`src/logic/dma_addr_pkg.sv`:
```
// shared constants for the usb dma address tracking block
package dma_addr_pkg;

   // register bus geometry
   localparam int unsigned AW     = 6;
   localparam int unsigned DW     = 32;

   // register byte offsets, one aligned word each
   localparam logic [5:0]  OFS_CTRL      = 6'h00;
   localparam logic [5:0]  OFS_STATUS    = 6'h04;
   localparam logic [5:0]  OFS_MASK      = 6'h08;
   localparam logic [5:0]  OFS_WR_START  = 6'h10;
   localparam logic [5:0]  OFS_WR_END    = 6'h14;
   localparam logic [5:0]  OFS_WR_EP     = 6'h18;
   localparam logic [5:0]  OFS_WR_BUS    = 6'h1c;
   localparam logic [5:0]  OFS_RD_START  = 6'h20;
   localparam logic [5:0]  OFS_RD_END    = 6'h24;
   localparam logic [5:0]  OFS_RD_BUS    = 6'h28;

   // reset value of every address register
   localparam logic [31:0] ADDR_RESET    = 32'hffffffff;
   localparam logic [31:0] ZERO_WORD     = 32'h00000000;

   // control register bit positions (write one to act)
   localparam int unsigned CTRL_WR_GO    = 0;
   localparam int unsigned CTRL_RD_GO    = 1;
   localparam int unsigned CTRL_ABORT    = 2;

   // status bit positions, write one to clear
   localparam int unsigned ST_WR_DONE    = 0;
   localparam int unsigned ST_RD_DONE    = 1;
   localparam int unsigned ST_ERROR      = 2;
   localparam int unsigned ST_W          = 3;

   // busy flags read back in the control register
   localparam int unsigned BUSY_WR       = 8;
   localparam int unsigned BUSY_RD       = 9;

   // address advance per datum, in bytes
   localparam logic [31:0] WORD_STEP     = 32'h00000004;

endpackage

```
`src/logic/progress_if.sv`:
```
// link between the register front end and the write progress tracker
`timescale 1ns/1ps
interface progress_if;
   logic        start;       // load both pointers from start_addr
   logic        abort;       // stop, pointers hold their value
   logic [31:0] start_addr;  // first memory address
   logic [31:0] end_addr;    // final memory address
   logic        ep_push;     // datum moved from endpoint into buffer
   logic        bus_done;    // datum delivered to target memory
   logic [31:0] ep_addr;     // endpoint-side progress
   logic [31:0] bus_addr;    // bus-side progress
   logic        active;      // transfer running
   logic        done;        // one-cycle pulse at completion

   modport ctrl  (output start, abort, start_addr, end_addr, ep_push,
                  bus_done,
                  input  ep_addr, bus_addr, active, done);
   modport track (input  start, abort, start_addr, end_addr, ep_push,
                  bus_done,
                  output ep_addr, bus_addr, active, done);
endinterface

```
`src/logic/write_tracker.sv`:
```
// write direction progress pointers, endpoint side and bus side
`timescale 1ns/1ps
module write_tracker #(
   parameter logic [31:0] STEP = dma_addr_pkg::WORD_STEP
) (
   // clock and reset
   input  wire logic clk,
   input  wire logic rst_n,
   // control and progress
   progress_if.track prog
);
   import dma_addr_pkg::*;

   // all tracker state
   typedef struct packed {
      logic [31:0] ep_addr;   // endpoint-side pointer
      logic [31:0] bus_addr;  // bus-side pointer
      logic        active;    // transfer running
      logic        done;      // completion pulse
   } trk_t;

   trk_t st_reg;  // registered state
   trk_t st_next; // next state

   // refuse a step the pointers cannot advance by
   localparam bit STEP_BAD = STEP == ZERO_WORD ||
                             (STEP & (STEP - 32'h00000001)) != ZERO_WORD;
   if (STEP_BAD) begin : g_bad_step
      $error("write_tracker: step must be a nonzero power of two");
   end

   // pointer update
   always_comb begin
      st_next      = st_reg;
      st_next.done = 1'b0;
      if (prog.start) begin
         st_next.ep_addr  = prog.start_addr;
         st_next.bus_addr = prog.start_addr;
         st_next.active   = 1'b1;
      end else if (prog.abort) begin
         st_next.active = 1'b0;
      end else if (st_reg.active) begin
         if (prog.ep_push && st_reg.ep_addr < prog.end_addr) begin
            st_next.ep_addr = st_reg.ep_addr + STEP;
         end
         if (prog.bus_done && st_reg.bus_addr < st_reg.ep_addr) begin
            st_next.bus_addr = st_reg.bus_addr + STEP;
         end
         if (st_next.bus_addr >= prog.end_addr) begin
            st_next.active = 1'b0;
            st_next.done   = 1'b1;
         end
      end
   end

   // state register
   always_ff @(posedge clk or negedge rst_n) begin
      if (!rst_n) begin
         st_reg <= '{ep_addr: ADDR_RESET, bus_addr: ADDR_RESET,
                     active: 1'b0, done: 1'b0};
      end else begin
         st_reg <= st_next;
      end
   end

   // outputs straight from the state register
   assign prog.ep_addr  = st_reg.ep_addr;
   assign prog.bus_addr = st_reg.bus_addr;
   assign prog.active   = st_reg.active;
   assign prog.done     = st_reg.done;

   chk_bus_below_ep: assert property (
      @(posedge clk) disable iff (!rst_n)
      st_reg.active |-> st_reg.bus_addr <= st_reg.ep_addr)
      else $error("bus pointer passed endpoint pointer");

   chk_ep_advance: assert property (
      @(posedge clk) disable iff (!rst_n)
      st_reg.active && !prog.start && !prog.abort && prog.ep_push &&
      st_reg.ep_addr < prog.end_addr
      |=> st_reg.ep_addr == $past(st_reg.ep_addr) + STEP)
      else $error("endpoint pointer did not advance by one step");

   chk_bus_advance: assert property (
      @(posedge clk) disable iff (!rst_n)
      st_reg.active && !prog.start && !prog.abort && prog.bus_done &&
      st_reg.bus_addr < st_reg.ep_addr
      |=> st_reg.bus_addr == $past(st_reg.bus_addr) + STEP)
      else $error("bus pointer did not advance by one step");

   chk_start_load: assert property (
      @(posedge clk) disable iff (!rst_n)
      prog.start |=> st_reg.active && st_reg.ep_addr == $past(prog.start_addr)
                     && st_reg.bus_addr == $past(prog.start_addr))
      else $error("start did not load both pointers");

   chk_idle_hold: assert property (
      @(posedge clk) disable iff (!rst_n)
      !st_reg.active && !prog.start
      |=> $stable(st_reg.ep_addr) && $stable(st_reg.bus_addr))
      else $error("pointers moved while stopped");
endmodule

```
`src/logic/usb_dma_addr.sv`:
```
// usb dma address registers with avalon-mm slave and interrupt
//
// How it works
// - write end address register, read and write
// - endpoint-side write progress address readable
// - endpoint pointer steps per datum into buffer
// - progress held readable after timeout or error
// - bus-side write progress address readable
// - bus pointer steps per datum into memory
// - read start address register, read and write
// - write start address register, read and write
// - read end address register, read and write
//
// Local design decisions: the register offsets and the Avalon-MM slave port.
`timescale 1ns/1ps
module usb_dma_addr #(
   parameter logic [31:0] STEP = dma_addr_pkg::WORD_STEP
) (
   // clock and reset
   input  wire logic                         clk,
   input  wire logic                         rst_n,
   // avalon-mm register slave
   input  wire logic [dma_addr_pkg::AW-1:0]  address,
   input  wire logic                         read,
   input  wire logic                         write,
   input  wire logic [dma_addr_pkg::DW-1:0]  writedata,
   output logic      [dma_addr_pkg::DW-1:0]  readdata,
   output logic                              waitrequest,
   // write direction datapath events
   input  wire logic                         ep_wr_push,
   input  wire logic                         mem_wr_done,
   output logic      [31:0]                  mem_wr_addr,
   output logic                              wr_active,
   // read direction datapath events
   input  wire logic                         mem_rd_done,
   output logic      [31:0]                  mem_rd_addr,
   output logic                              rd_active,
   // timeout or bus error from the transfer engine
   input  wire logic                         xfer_error,
   // interrupt
   output logic                              irq
);
   import dma_addr_pkg::*;

   // all front end state
   typedef struct packed {
      logic [31:0]   wr_start;  // write start address
      logic [31:0]   wr_end;    // write end address
      logic [31:0]   rd_start;  // read start address
      logic [31:0]   rd_end;    // read end address
      logic [31:0]   rd_addr;   // read bus progress
      logic          rd_active; // read transfer running
      logic          wr_go;     // write start pulse to tracker
      logic          abort;     // abort pulse to tracker
      logic [ST_W-1:0] status;  // sticky events
      logic [ST_W-1:0] mask;    // interrupt enables
      logic [31:0]   rdata;     // read data word
      logic          waitreq;   // waitrequest to the master
      logic          irq;       // interrupt level
   } front_t;

   front_t st_reg;  // registered state
   front_t st_next; // next state

   progress_if prog (); // link to write tracker

   logic          req;      // a request is on the bus
   logic          take;     // request answered at this edge
   logic          wr_take;  // write accepted this cycle
   logic [ST_W-1:0] ev;     // events raised this cycle
   logic          rd_done;  // read transfer reached its end

   // read mux, unmapped offsets read as zero
   function automatic logic [31:0] read_word(input logic [AW-1:0] ofs,
                                             input front_t s,
                                             input logic [31:0] ep,
                                             input logic [31:0] bus,
                                             input logic wr_busy);
      logic [31:0] w;
      w = ZERO_WORD;
      if (ofs == OFS_CTRL) begin
         w[BUSY_WR] = wr_busy;
         w[BUSY_RD] = s.rd_active;
      end else if (ofs == OFS_STATUS) begin
         w[ST_W-1:0] = s.status;
      end else if (ofs == OFS_MASK) begin
         w[ST_W-1:0] = s.mask;
      end else if (ofs == OFS_WR_START) begin
         w = s.wr_start;
      end else if (ofs == OFS_WR_END) begin
         w = s.wr_end;
      end else if (ofs == OFS_WR_EP) begin
         w = ep;
      end else if (ofs == OFS_WR_BUS) begin
         w = bus;
      end else if (ofs == OFS_RD_START) begin
         w = s.rd_start;
      end else if (ofs == OFS_RD_END) begin
         w = s.rd_end;
      end else if (ofs == OFS_RD_BUS) begin
         w = s.rd_addr;
      end
      return w;
   endfunction

   // bus handshake: answer one cycle after the request is seen
   assign req     = read | write;
   assign take    = req & ~st_reg.waitreq;
   assign wr_take = write & ~st_reg.waitreq;

   // read direction completion seen this cycle
   assign rd_done = st_reg.rd_active & mem_rd_done &
                    (st_reg.rd_addr < st_reg.rd_end) &
                    (st_reg.rd_addr + STEP >= st_reg.rd_end);

   // events feeding the sticky status bits
   always_comb begin
      ev             = '0;
      ev[ST_WR_DONE] = prog.done;
      ev[ST_RD_DONE] = rd_done;
      ev[ST_ERROR]   = xfer_error;
   end

   // next state of the front end
   always_comb begin
      st_next       = st_reg;
      st_next.wr_go = 1'b0;
      st_next.abort = xfer_error;

      // waitrequest drops for exactly one cycle per request
      if (req && st_reg.waitreq) begin
         st_next.waitreq = 1'b0;
         st_next.rdata   = read_word(address, st_reg, prog.ep_addr,
                                     prog.bus_addr, prog.active);
      end else begin
         st_next.waitreq = 1'b1;
      end

      // register writes, taken at the edge that ends the wait
      if (wr_take) begin
         if (address == OFS_CTRL) begin
            st_next.wr_go = writedata[CTRL_WR_GO];
            if (writedata[CTRL_ABORT]) begin
               st_next.abort = 1'b1;
            end
         end else if (address == OFS_MASK) begin
            st_next.mask = writedata[ST_W-1:0];
         end else if (address == OFS_WR_START) begin
            st_next.wr_start = writedata;
         end else if (address == OFS_WR_END) begin
            st_next.wr_end = writedata;
         end else if (address == OFS_RD_START) begin
            st_next.rd_start = writedata;
         end else if (address == OFS_RD_END) begin
            st_next.rd_end = writedata;
         end
      end

      // read direction pointer
      if (wr_take && address == OFS_CTRL && writedata[CTRL_RD_GO]) begin
         st_next.rd_addr   = st_reg.rd_start;
         st_next.rd_active = 1'b1;
      end else if (st_next.abort) begin
         // stop, pointer kept for software
         st_next.rd_active = 1'b0;
      end else if (st_reg.rd_active && mem_rd_done &&
                   st_reg.rd_addr < st_reg.rd_end) begin
         st_next.rd_addr = st_reg.rd_addr + STEP;
         if (rd_done) begin
            st_next.rd_active = 1'b0;
         end
      end

      // status: write one clears, a new event wins over the clear
      if (wr_take && address == OFS_STATUS) begin
         st_next.status = st_reg.status & ~writedata[ST_W-1:0];
      end
      st_next.status = st_next.status | ev;

      // interrupt level from the next status and mask
      st_next.irq = |(st_next.status & st_next.mask);
   end

   // state register
   always_ff @(posedge clk or negedge rst_n) begin
      if (!rst_n) begin
         st_reg <= '{wr_start: ADDR_RESET, wr_end: ADDR_RESET,
                     rd_start: ADDR_RESET, rd_end: ADDR_RESET,
                     rd_addr: ADDR_RESET, rd_active: 1'b0,
                     wr_go: 1'b0, abort: 1'b0, status: '0, mask: '0,
                     rdata: ZERO_WORD, waitreq: 1'b1, irq: 1'b0};
      end else begin
         st_reg <= st_next;
      end
   end

   // drive the tracker from registered controls, endpoint and memory events straight from the pins
   assign prog.start      = st_reg.wr_go;
   assign prog.abort      = st_reg.abort;
   assign prog.start_addr = st_reg.wr_start;
   assign prog.end_addr   = st_reg.wr_end;
   assign prog.ep_push    = ep_wr_push;
   assign prog.bus_done   = mem_wr_done;

   // write direction pointer pair
   write_tracker #(
      .STEP (STEP)
   ) u_track (
      .clk   (clk),
      .rst_n (rst_n),
      .prog  (prog.track)
   );

   // outputs, each from a flip-flop
   assign readdata    = st_reg.rdata;
   assign waitrequest = st_reg.waitreq;
   assign mem_wr_addr = prog.bus_addr;
   assign wr_active   = prog.active;
   assign mem_rd_addr = st_reg.rd_addr;
   assign rd_active   = st_reg.rd_active;
   assign irq         = st_reg.irq;

   chk_wait_answer: assert property (
      @(posedge clk) disable iff (!rst_n)
      req && st_reg.waitreq |=> !st_reg.waitreq ##1 st_reg.waitreq)
      else $error("waitrequest did not drop for exactly one cycle");

   chk_end_write: assert property (
      @(posedge clk) disable iff (!rst_n)
      wr_take && address == OFS_WR_END |=> st_reg.wr_end == $past(writedata))
      else $error("write end address not stored");

   chk_rdstart_write: assert property (
      @(posedge clk) disable iff (!rst_n)
      wr_take && address == OFS_RD_START
      |=> st_reg.rd_start == $past(writedata))
      else $error("read start address not stored");

   chk_ep_readback: assert property (
      @(posedge clk) disable iff (!rst_n)
      read && st_reg.waitreq && address == OFS_WR_EP
      |=> st_reg.rdata == $past(prog.ep_addr))
      else $error("endpoint progress readback wrong");

   chk_rd_start_load: assert property (
      @(posedge clk) disable iff (!rst_n)
      wr_take && address == OFS_CTRL && writedata[CTRL_RD_GO]
      |=> rd_active && mem_rd_addr == $past(st_reg.rd_start))
      else $error("read start did not load pointer");

   chk_error_sticky: assert property (
      @(posedge clk) disable iff (!rst_n)
      xfer_error |=> st_reg.status[ST_ERROR] && !rd_active)
      else $error("error event lost or read not stopped");

   chk_status_set: assert property (
      @(posedge clk) disable iff (!rst_n)
      |ev |=> (st_reg.status & $past(ev)) == $past(ev))
      else $error("status event not latched");

   chk_status_w1c: assert property (
      @(posedge clk) disable iff (!rst_n)
      wr_take && address == OFS_STATUS
      |=> (st_reg.status & $past(writedata[ST_W-1:0]) & ~$past(ev)) == '0)
      else $error("status bit not cleared by a written one");

   chk_irq_level: assert property (
      @(posedge clk) disable iff (!rst_n)
      irq == |(st_reg.status & st_reg.mask))
      else $error("interrupt level does not follow status and mask");

   chk_wrstart_write: assert property (
      @(posedge clk) disable iff (!rst_n)
      wr_take && address == OFS_WR_START
      |=> st_reg.wr_start == $past(writedata))
      else $error("write start address not stored");

   chk_rdend_write: assert property (
      @(posedge clk) disable iff (!rst_n)
      wr_take && address == OFS_RD_END
      |=> st_reg.rd_end == $past(writedata))
      else $error("read end address not stored");

   chk_bus_readback: assert property (
      @(posedge clk) disable iff (!rst_n)
      read && st_reg.waitreq && address == OFS_WR_BUS
      |=> st_reg.rdata == $past(prog.bus_addr))
      else $error("bus progress readback wrong");

   chk_rd_advance: assert property (
      @(posedge clk) disable iff (!rst_n)
      st_reg.rd_active && mem_rd_done && !xfer_error && !wr_take &&
      st_reg.rd_addr < st_reg.rd_end
      |=> mem_rd_addr == $past(st_reg.rd_addr) + STEP)
      else $error("read pointer did not advance by one step");

   chk_rd_stop_end: assert property (
      @(posedge clk) disable iff (!rst_n)
      rd_done && !wr_take |=> !rd_active)
      else $error("read transfer did not stop at its end");

   chk_abort_stops: assert property (
      @(posedge clk) disable iff (!rst_n)
      st_reg.abort && !st_reg.wr_go |=> !wr_active)
      else $error("write transfer ran on after abort");
endmodule

```
`config.mk`:
```
export PLATFORM = sky130hd
export DESIGN_NAME = usb_dma_addr
export DESIGN_NICKNAME = d
export VERILOG_FILES = /design/src/logic/dma_addr_pkg.sv /design/src/logic/progress_if.sv /design/src/logic/write_tracker.sv /design/src/logic/usb_dma_addr.sv
export SDC_FILE = /design/constraint.sdc
export NUM_CORES = 1
export LEC_CHECK = 0
export BUFFER_PORTS_ARGS = -buffer_cell sky130_fd_sc_hd__clkbuf_2
export CAP_MARGIN = 20
export CORE_ASPECT_RATIO = 1.5
export CORE_MARGIN = 1.5
export CORE_UTILIZATION = 40
export CTS_CLUSTER_SIZE = 8
export DETAILED_ROUTE_END_ITERATION = 10
export PLACE_DENSITY = 0.56
export SKIP_CTS_REPAIR_TIMING = 1
export SYNTH_ARGS = -nofsm -noshare
export SYNTH_HDL_FRONTEND = slang
export SYNTH_SLANG_ARGS = --single-unit
```
`constraint.sdc`:
```
create_clock -name clk -period 7.6 [get_ports clk]
set_input_delay 0.38 -clock clk [delete_from_list [all_inputs] [get_ports clk]]
set_output_delay 0.38 -clock clk [all_outputs]
set_load 0.02 [all_outputs]
```
==> results of run 1 <==
==> synth_stat cells (29+ instances only) <==
| cell type | instances | area (um^2) |
|---|---|---|
| nand2_1 | 136 | 510 |
| inv_1 | 113 | 424 |
| clkbuf_1 | 63 | 236 |
| a22oi_1 | 43 | 323 |
| nor2_1 | 91 | 342 |
| mux2i_1 | 33 | 330 |
| dfrtp_1 | 44 | 1100 |
| a222oi_1 | 29 | 290 |
| nand3_1 | 60 | 300 |
| xor2_1 | 46 | 403 |
| dfstp_2 | 225 | 5910 |
| ha_1 | 159 | 1990 |
| a21o_1 | 51 | 383 |
| buf_4 | 67 | 503 |
| nand4_1 | 46 | 288 |
| a21oi_1 | 118 | 591 |
| mux2_2 | 137 | 1540 |
| o21ai_0 | 108 | 541 |
| xnor2_1 | 68 | 596 |
==> final timing paths <==
path / from / to
setup / recovery: u_track.prog.ep_addr[7] / u_track.prog.done
hold / removal: xfer_error / st_reg[39]
setup reg to reg: u_track.prog.ep_addr[7] / u_track.prog.done
hold reg to reg: readdata[30] / readdata[30]
max in group asynchronous: rst_n / readdata[23]
min in group asynchronous: rst_n / readdata[0]
==> layer usage <==
layer / track usage [%] / part of all wire, %
met5: 0 / 0.020
met4: 11.6 / 4.6
met3: 3.07 / 5.0
met2: 42.6 / 48
met1: 33.2 / 42
==> worst max-delay path, delay by kind of cell (launching register included) <==
family / cells / cell delay [ns]
compound gates: 8 / 1.86
simple gates: 6 / 1.57
flops: 1 / 0.60
fa+ha+maj: 2 / 0.56
buf+inv: 2 / 0.47
xor+xnor: 1 / 0.08
==> cell type report <==
cell class | count | area, um^2
flip-flops and latches | 269 | 7010
diodes | 1 | 2.50
fillers | 4420 | 25200
multi-input cells | 1362 | 10300
repair buffers | 167 | 916
well taps | 588 | 736
clock buffers | 59 | 1080
inverters | 115 | 432
clock inverters | 2 | 50.0
==> per-stage QoR <==
stage | power, mW | cell area, um^2 | hold WS [ns] | worst slack [ns] | cells
after floorplan | 2.32 | 18600 | 0.0844 | 3.48 | 1905
after global placement | 2.59 | 19400 | 0.458 | 2.44 | 2500
final | 4.26 | 20500 | 0.111 | 2.34 | 2563
after global routing | 4.48 | 20500 | 0.104 | 1.90 | 2563
after detailed placement | 2.61 | 19400 | 0.465 | 2.36 | 2500
after CTS | 4.29 | 20500 | -0.0830 | 2.38 | 2561
==> cells by family after synthesis <==
family          count (synthesis)  share of synthesized area (%)
simple gates                  481                           13.6
compound gates                438                           15.4
buf+inv                       274                           7.13
flops                         269                           37.7
mux                           170                           10.1
fa+ha+maj                     159                           10.7
xor+xnor                      114                           5.37
==> power by group <==
part	switching, mW	total (mW)	internal [mW]
Sequential	0.145	1.76	1.62
Combinational	0.505	0.833	0.329
Clock	0.682	1.66	0.979
==> results_dict.tcl, run 1 <==
set metrics [dict create \
    first_global_vias 15200 \
    worstPathCellList "inv_1, ha_1, a22o_1, nor4_1, o21ai_1, a211oi_2, o21a_1, buf_4, nand2_1, nor2_1, xor2_1, ha_1, o21ai_0, nand2b_1, a21oi_1, or4b_2, nor3_1, a21oi_1, a311oi_1" \
    clk_path_buf_depth 3 \
    ant_nets 0 \
    row_count 96 \
    rsz0062_at_grt "false" \
    final_common_cell "dfstp_2" \
    path_clk_slew_ns 0.06 \
    drt_first_pass_iters 6 \
    initial_core_util_pct 40.6 \
    synth-async-reset-ratio_pct 100 \
    ys_ff_latch 269 \
    fin_crit_ns 5.26 \
    critPathLaunchType "flip-flop" \
    die_y_um 267 \
    synth_enable_flop_cells 0 \
    grt_usage_pct 25.7 \
    powerDensity_nw_per_um2 207 \
    largest_reg_flops 70 \
    worst_pin_slew_ns 1.12 \
    area_growth_pct 10.4 \
    hold_depth 2 \
    core-area_um2 45800 \
    leakage_nw 8.85 \
    grt_max_degree 168 \
    synth_ff_type "dfstp_2" \
    gp_congestion 0.967 \
    worstPathArrival_ns 5.70 \
    numCtsBuffers 39 \
    synth_cells 1905 \
    clock.fmax_mhz 190 \
    yosysWarnings 0 \
    clk_latency_ns 0.55 \
    dp_hpwl_um 44300 \
    hold_viol 0 \
    drive_gt1_share_pct 31.2 \
    via_per_inst 5.83 \
    reg2reg_depth 19 \
    relSlewSlack_pct 25.3 \
    grt_pass1_wl_um 92800 \
    wl_um 60400 \
    ioPinCount 146 \
    ys_types 82 \
    hold_path_class "in -> reg" \
    ir_drop_mv 0.151 \
    r2r_slack_ns 2.34 \
    crit_type "reg -> reg" \
    postSynthAreaPerCell_um2 9.76 \
    syn-num-nets 2110 \
    max_cap_viol_count 0 \
    cts_root_buf "clkbuf_16" \
    path_max_fanout 27 \
    cts_htree_levels 2 \
    max_stage_delay_ns 0.69 \
    slew_viol_final 0 \
    final_cell_mix "dfstp_2, ha_1, clkbuf_2" \
    status "finished clean" \
    cts_tree "built" \
    wire_per_inst_um 23.5 \
    dieArea_um2 47800 \
    portBuffers 145 \
    required_ns 8.04 \
    drc 0 \
    timing.clock.skew_ns 0.0159 \
    antenna_found_initial 2 \
    clock_sinks 269 \
    crit_path_top_delay_cell "or4b_2" \
    fin_crit_sh_pct 69.3 \
    via_count 15000 \
    die_w_um 179 \
    synth_area_um2 18600 \
    yosysSeqAreaShare_pct 37.7 \
    fin_nets 2159 \
    final_core_util_pct 44.9 \
    drtIter0Drc 1119 \
    end_kind "flip-flop" \
    grt.overflow.total 0 \
    finalSetupTns_ns 0 \
    setup_violations 0 \
]
Note: power is estimated with default switching activity, not from simulation.
==> run 2: changes to the inputs <==
--- a/config.mk
+++ b/config.mk
@@ -12,7 +12,7 @@
 export CORE_UTILIZATION = 40
 export CTS_CLUSTER_SIZE = 8
 export DETAILED_ROUTE_END_ITERATION = 10
-export PLACE_DENSITY = 0.56
+export PLACE_DENSITY = 0.58
 export SKIP_CTS_REPAIR_TIMING = 1
 export SYNTH_ARGS = -nofsm -noshare
 export SYNTH_HDL_FRONTEND = slang
==> constraint.sdc (replaced) <==
create_clock -name clk -period 4.3 [get_ports clk]
set_input_delay 0.215 -clock clk [delete_from_list [all_inputs] [get_ports clk]]
set_output_delay 0.215 -clock clk [all_outputs]
set_load 0.02 [all_outputs]
==> results_dict.tcl, run 2 (same netlist as run 1, synthesis figures left out) <==
set metrics [dict create \
    wire_per_inst_um 22.5 \
    grt_pass1_wl_um 92900 \
    crit_type "reg -> reg" \
    crit_path_top_delay_cell "dfstp_2" \
    via_count 15400 \
    required_ns 4.74 \
    grt.overflow.total 0 \
    p_sw_mw 2.39 \
    swShare_pct 31.1 \
    max_cap_viol_count 0 \
    path_common_cell "a21oi_2" \
    ant_nets 0 \
    portBuffers 145 \
    cts_tree "built" \
    clock.fmax_mhz 239 \
    fin_crit_ns 4.18 \
    fin_nets 2277 \
    finalSetupTns_ns 0 \
    clkPwrFrac_pct 37.8 \
    area_growth_pct 16.4 \
    first_global_vias 16000 \
    die_w_um 179 \
    reg2reg_depth 18 \
    setup_slack_ns 0.117 \
    clock_sinks 269 \
    via_per_inst 5.75 \
    final_cells 2678 \
    leakage_nw 9.43 \
    placedInstanceArea_um2 20200 \
    rsz0062_at_grt "true" \
    path_depth 18 \
    dp_hpwl_um 45000 \
    wl_um 60300 \
    powerDensity_nw_per_um2 354 \
    fin_crit_sh_pct 97.3 \
    power_mw 7.67 \
    critPathLaunchType "flip-flop" \
    timing.clock.skew_ns 0.0136 \
    worst_pin_slew_ns 0.999 \
    drive_gt1_share_pct 36.2 \
    path_clk_slew_ns 0.06 \
    r2r_slack_ns 0.12 \
    die_y_um 267 \
    seq_power_share_pct 39.6 \
    antenna_cells 0 \
    final_common_cell "dfstp_2" \
    ioPinCount 146 \
    clk_path_buf_depth 3 \
    row_count 96 \
    place_inst 2609 \
    grt_max_degree 131 \
    cts_root_buf "clkbuf_16" \
    path_max_fanout 4 \
    worst-path-buf-inv 2 \
    largest_reg_flops 70 \
    fillerInstances 4284 \
    dieArea_um2 47800 \
    cts_htree_levels 2 \
    relSlewSlack_pct 33.4 \
    ir_drop_mv 0.258 \
    drc 0 \
    hold_path_class "in -> reg" \
    core-area_um2 45800 \
    setup_violations 0 \
    final_cell_mix "dfstp_2, ha_1, clkbuf_2" \
    end_kind "flip-flop" \
    worstPathArrival_ns 4.63 \
    violations "negative hold slack" \
    gp_congestion 0.945 \
    critical-path-top-delay-family "simple AND/OR/NAND/NOR gates" \
    antenna_found_initial 0 \
    cellInternalPower_mw 5.28 \
    clk_latency_ns 0.55 \
    slew_viol_final 0 \
    drt_first_pass_iters 7 \
    drtIter0Drc 1272 \
    crit_start "u_track.prog.ep_addr[17]" \
    hold_viol 8 \
    status "complete, but fails checks" \
    final_area_um2 21600 \
    final_core_util_pct 47.3 \
    cp-endpoint "u_track.prog.done" \
    grt_usage_pct 25.4 \
    worstPathCellList "inv_2, ha_4, a21oi_2, o21ai_2, a221oi_2, buf_4, o2111a_1, o21a_1, nand3_2, or3_4, xnor2_2, ha_1, nand4_1, nor2_2, or4b_4, nor3_4, a21oi_2, a311oi_2" \
    holdWs_ns -0.0126 \
    r2r_start "u_track.prog.ep_addr[17]" \
    numCtsBuffers 39 \
    max_stage_delay_ns 0.54 \
    initial_core_util_pct 40.6 \
    pwr-share-comb_pct 22.5 \
    rr_endpoint "u_track.prog.done" \
    dp_slack_ns -0.146 \
]
==> run 2: changes by cell type in the layout (fill, tap and decap cells not counted), moves of 4 or more <==
cell | previous run | this run
ha_1 | 159 | 148
buf_4 | 20 | 131
dlygate4sd3_1 | 1 | 8
ha_4 | 0 | 11
a21oi_2 | 0 | 4
a21oi_1 | 118 | 114
==> run 2: metal layers <==
metal	part of all wire (%)	GRT usage (%)	up-vias	wire length, um
met1	42	32.4	7603	25200
met4	4.5	10.9	0	2740
met3	4.8	2.91	133	2900
li1	-	-	7189	-
met2	49	43.0	474	29500
met5	0	0	-	0
==> run 2: worst min path at each step <==
stage | end | cells past startpoint | start | slack, ns
2_1_floorplan | irq | 0 | rst_n | -0.08
5_1_grt | waitrequest | 2 | read | 0.0006
6_report | waitrequest | 2 | read | -0.01
3_5_place_dp | readdata[0] | 1 | rst_n | 0.43
4_1_cts | readdata[0] | 1 | rst_n | -0.15
3_3_place_gp | readdata[0] | 1 | rst_n | 0.42
==> run 2: area by class of cell <==
class	instances	area (um^2)	area share, %
tap	588	736	3.40
multi-input combinational	1362	10500	48.6
sequential	269	7010	32.4
timing repair buffer	285	1820	8.41
inverter	115	432	1.99
clock inverter	2	50.0	0.231
clock buffer	57	1060	4.92
==> run 2: power by group through the flow <==
stage	logic, mW	clock network, mW	registers, mW
after floorplan	1.04	0	3.07
after global routing	1.91	3.06	3.06
after detailed placement	1.67	0	3.06
after CTS	1.68	2.96	3.03
final	1.73	2.90	3.04
after global placement	1.64	0	3.05
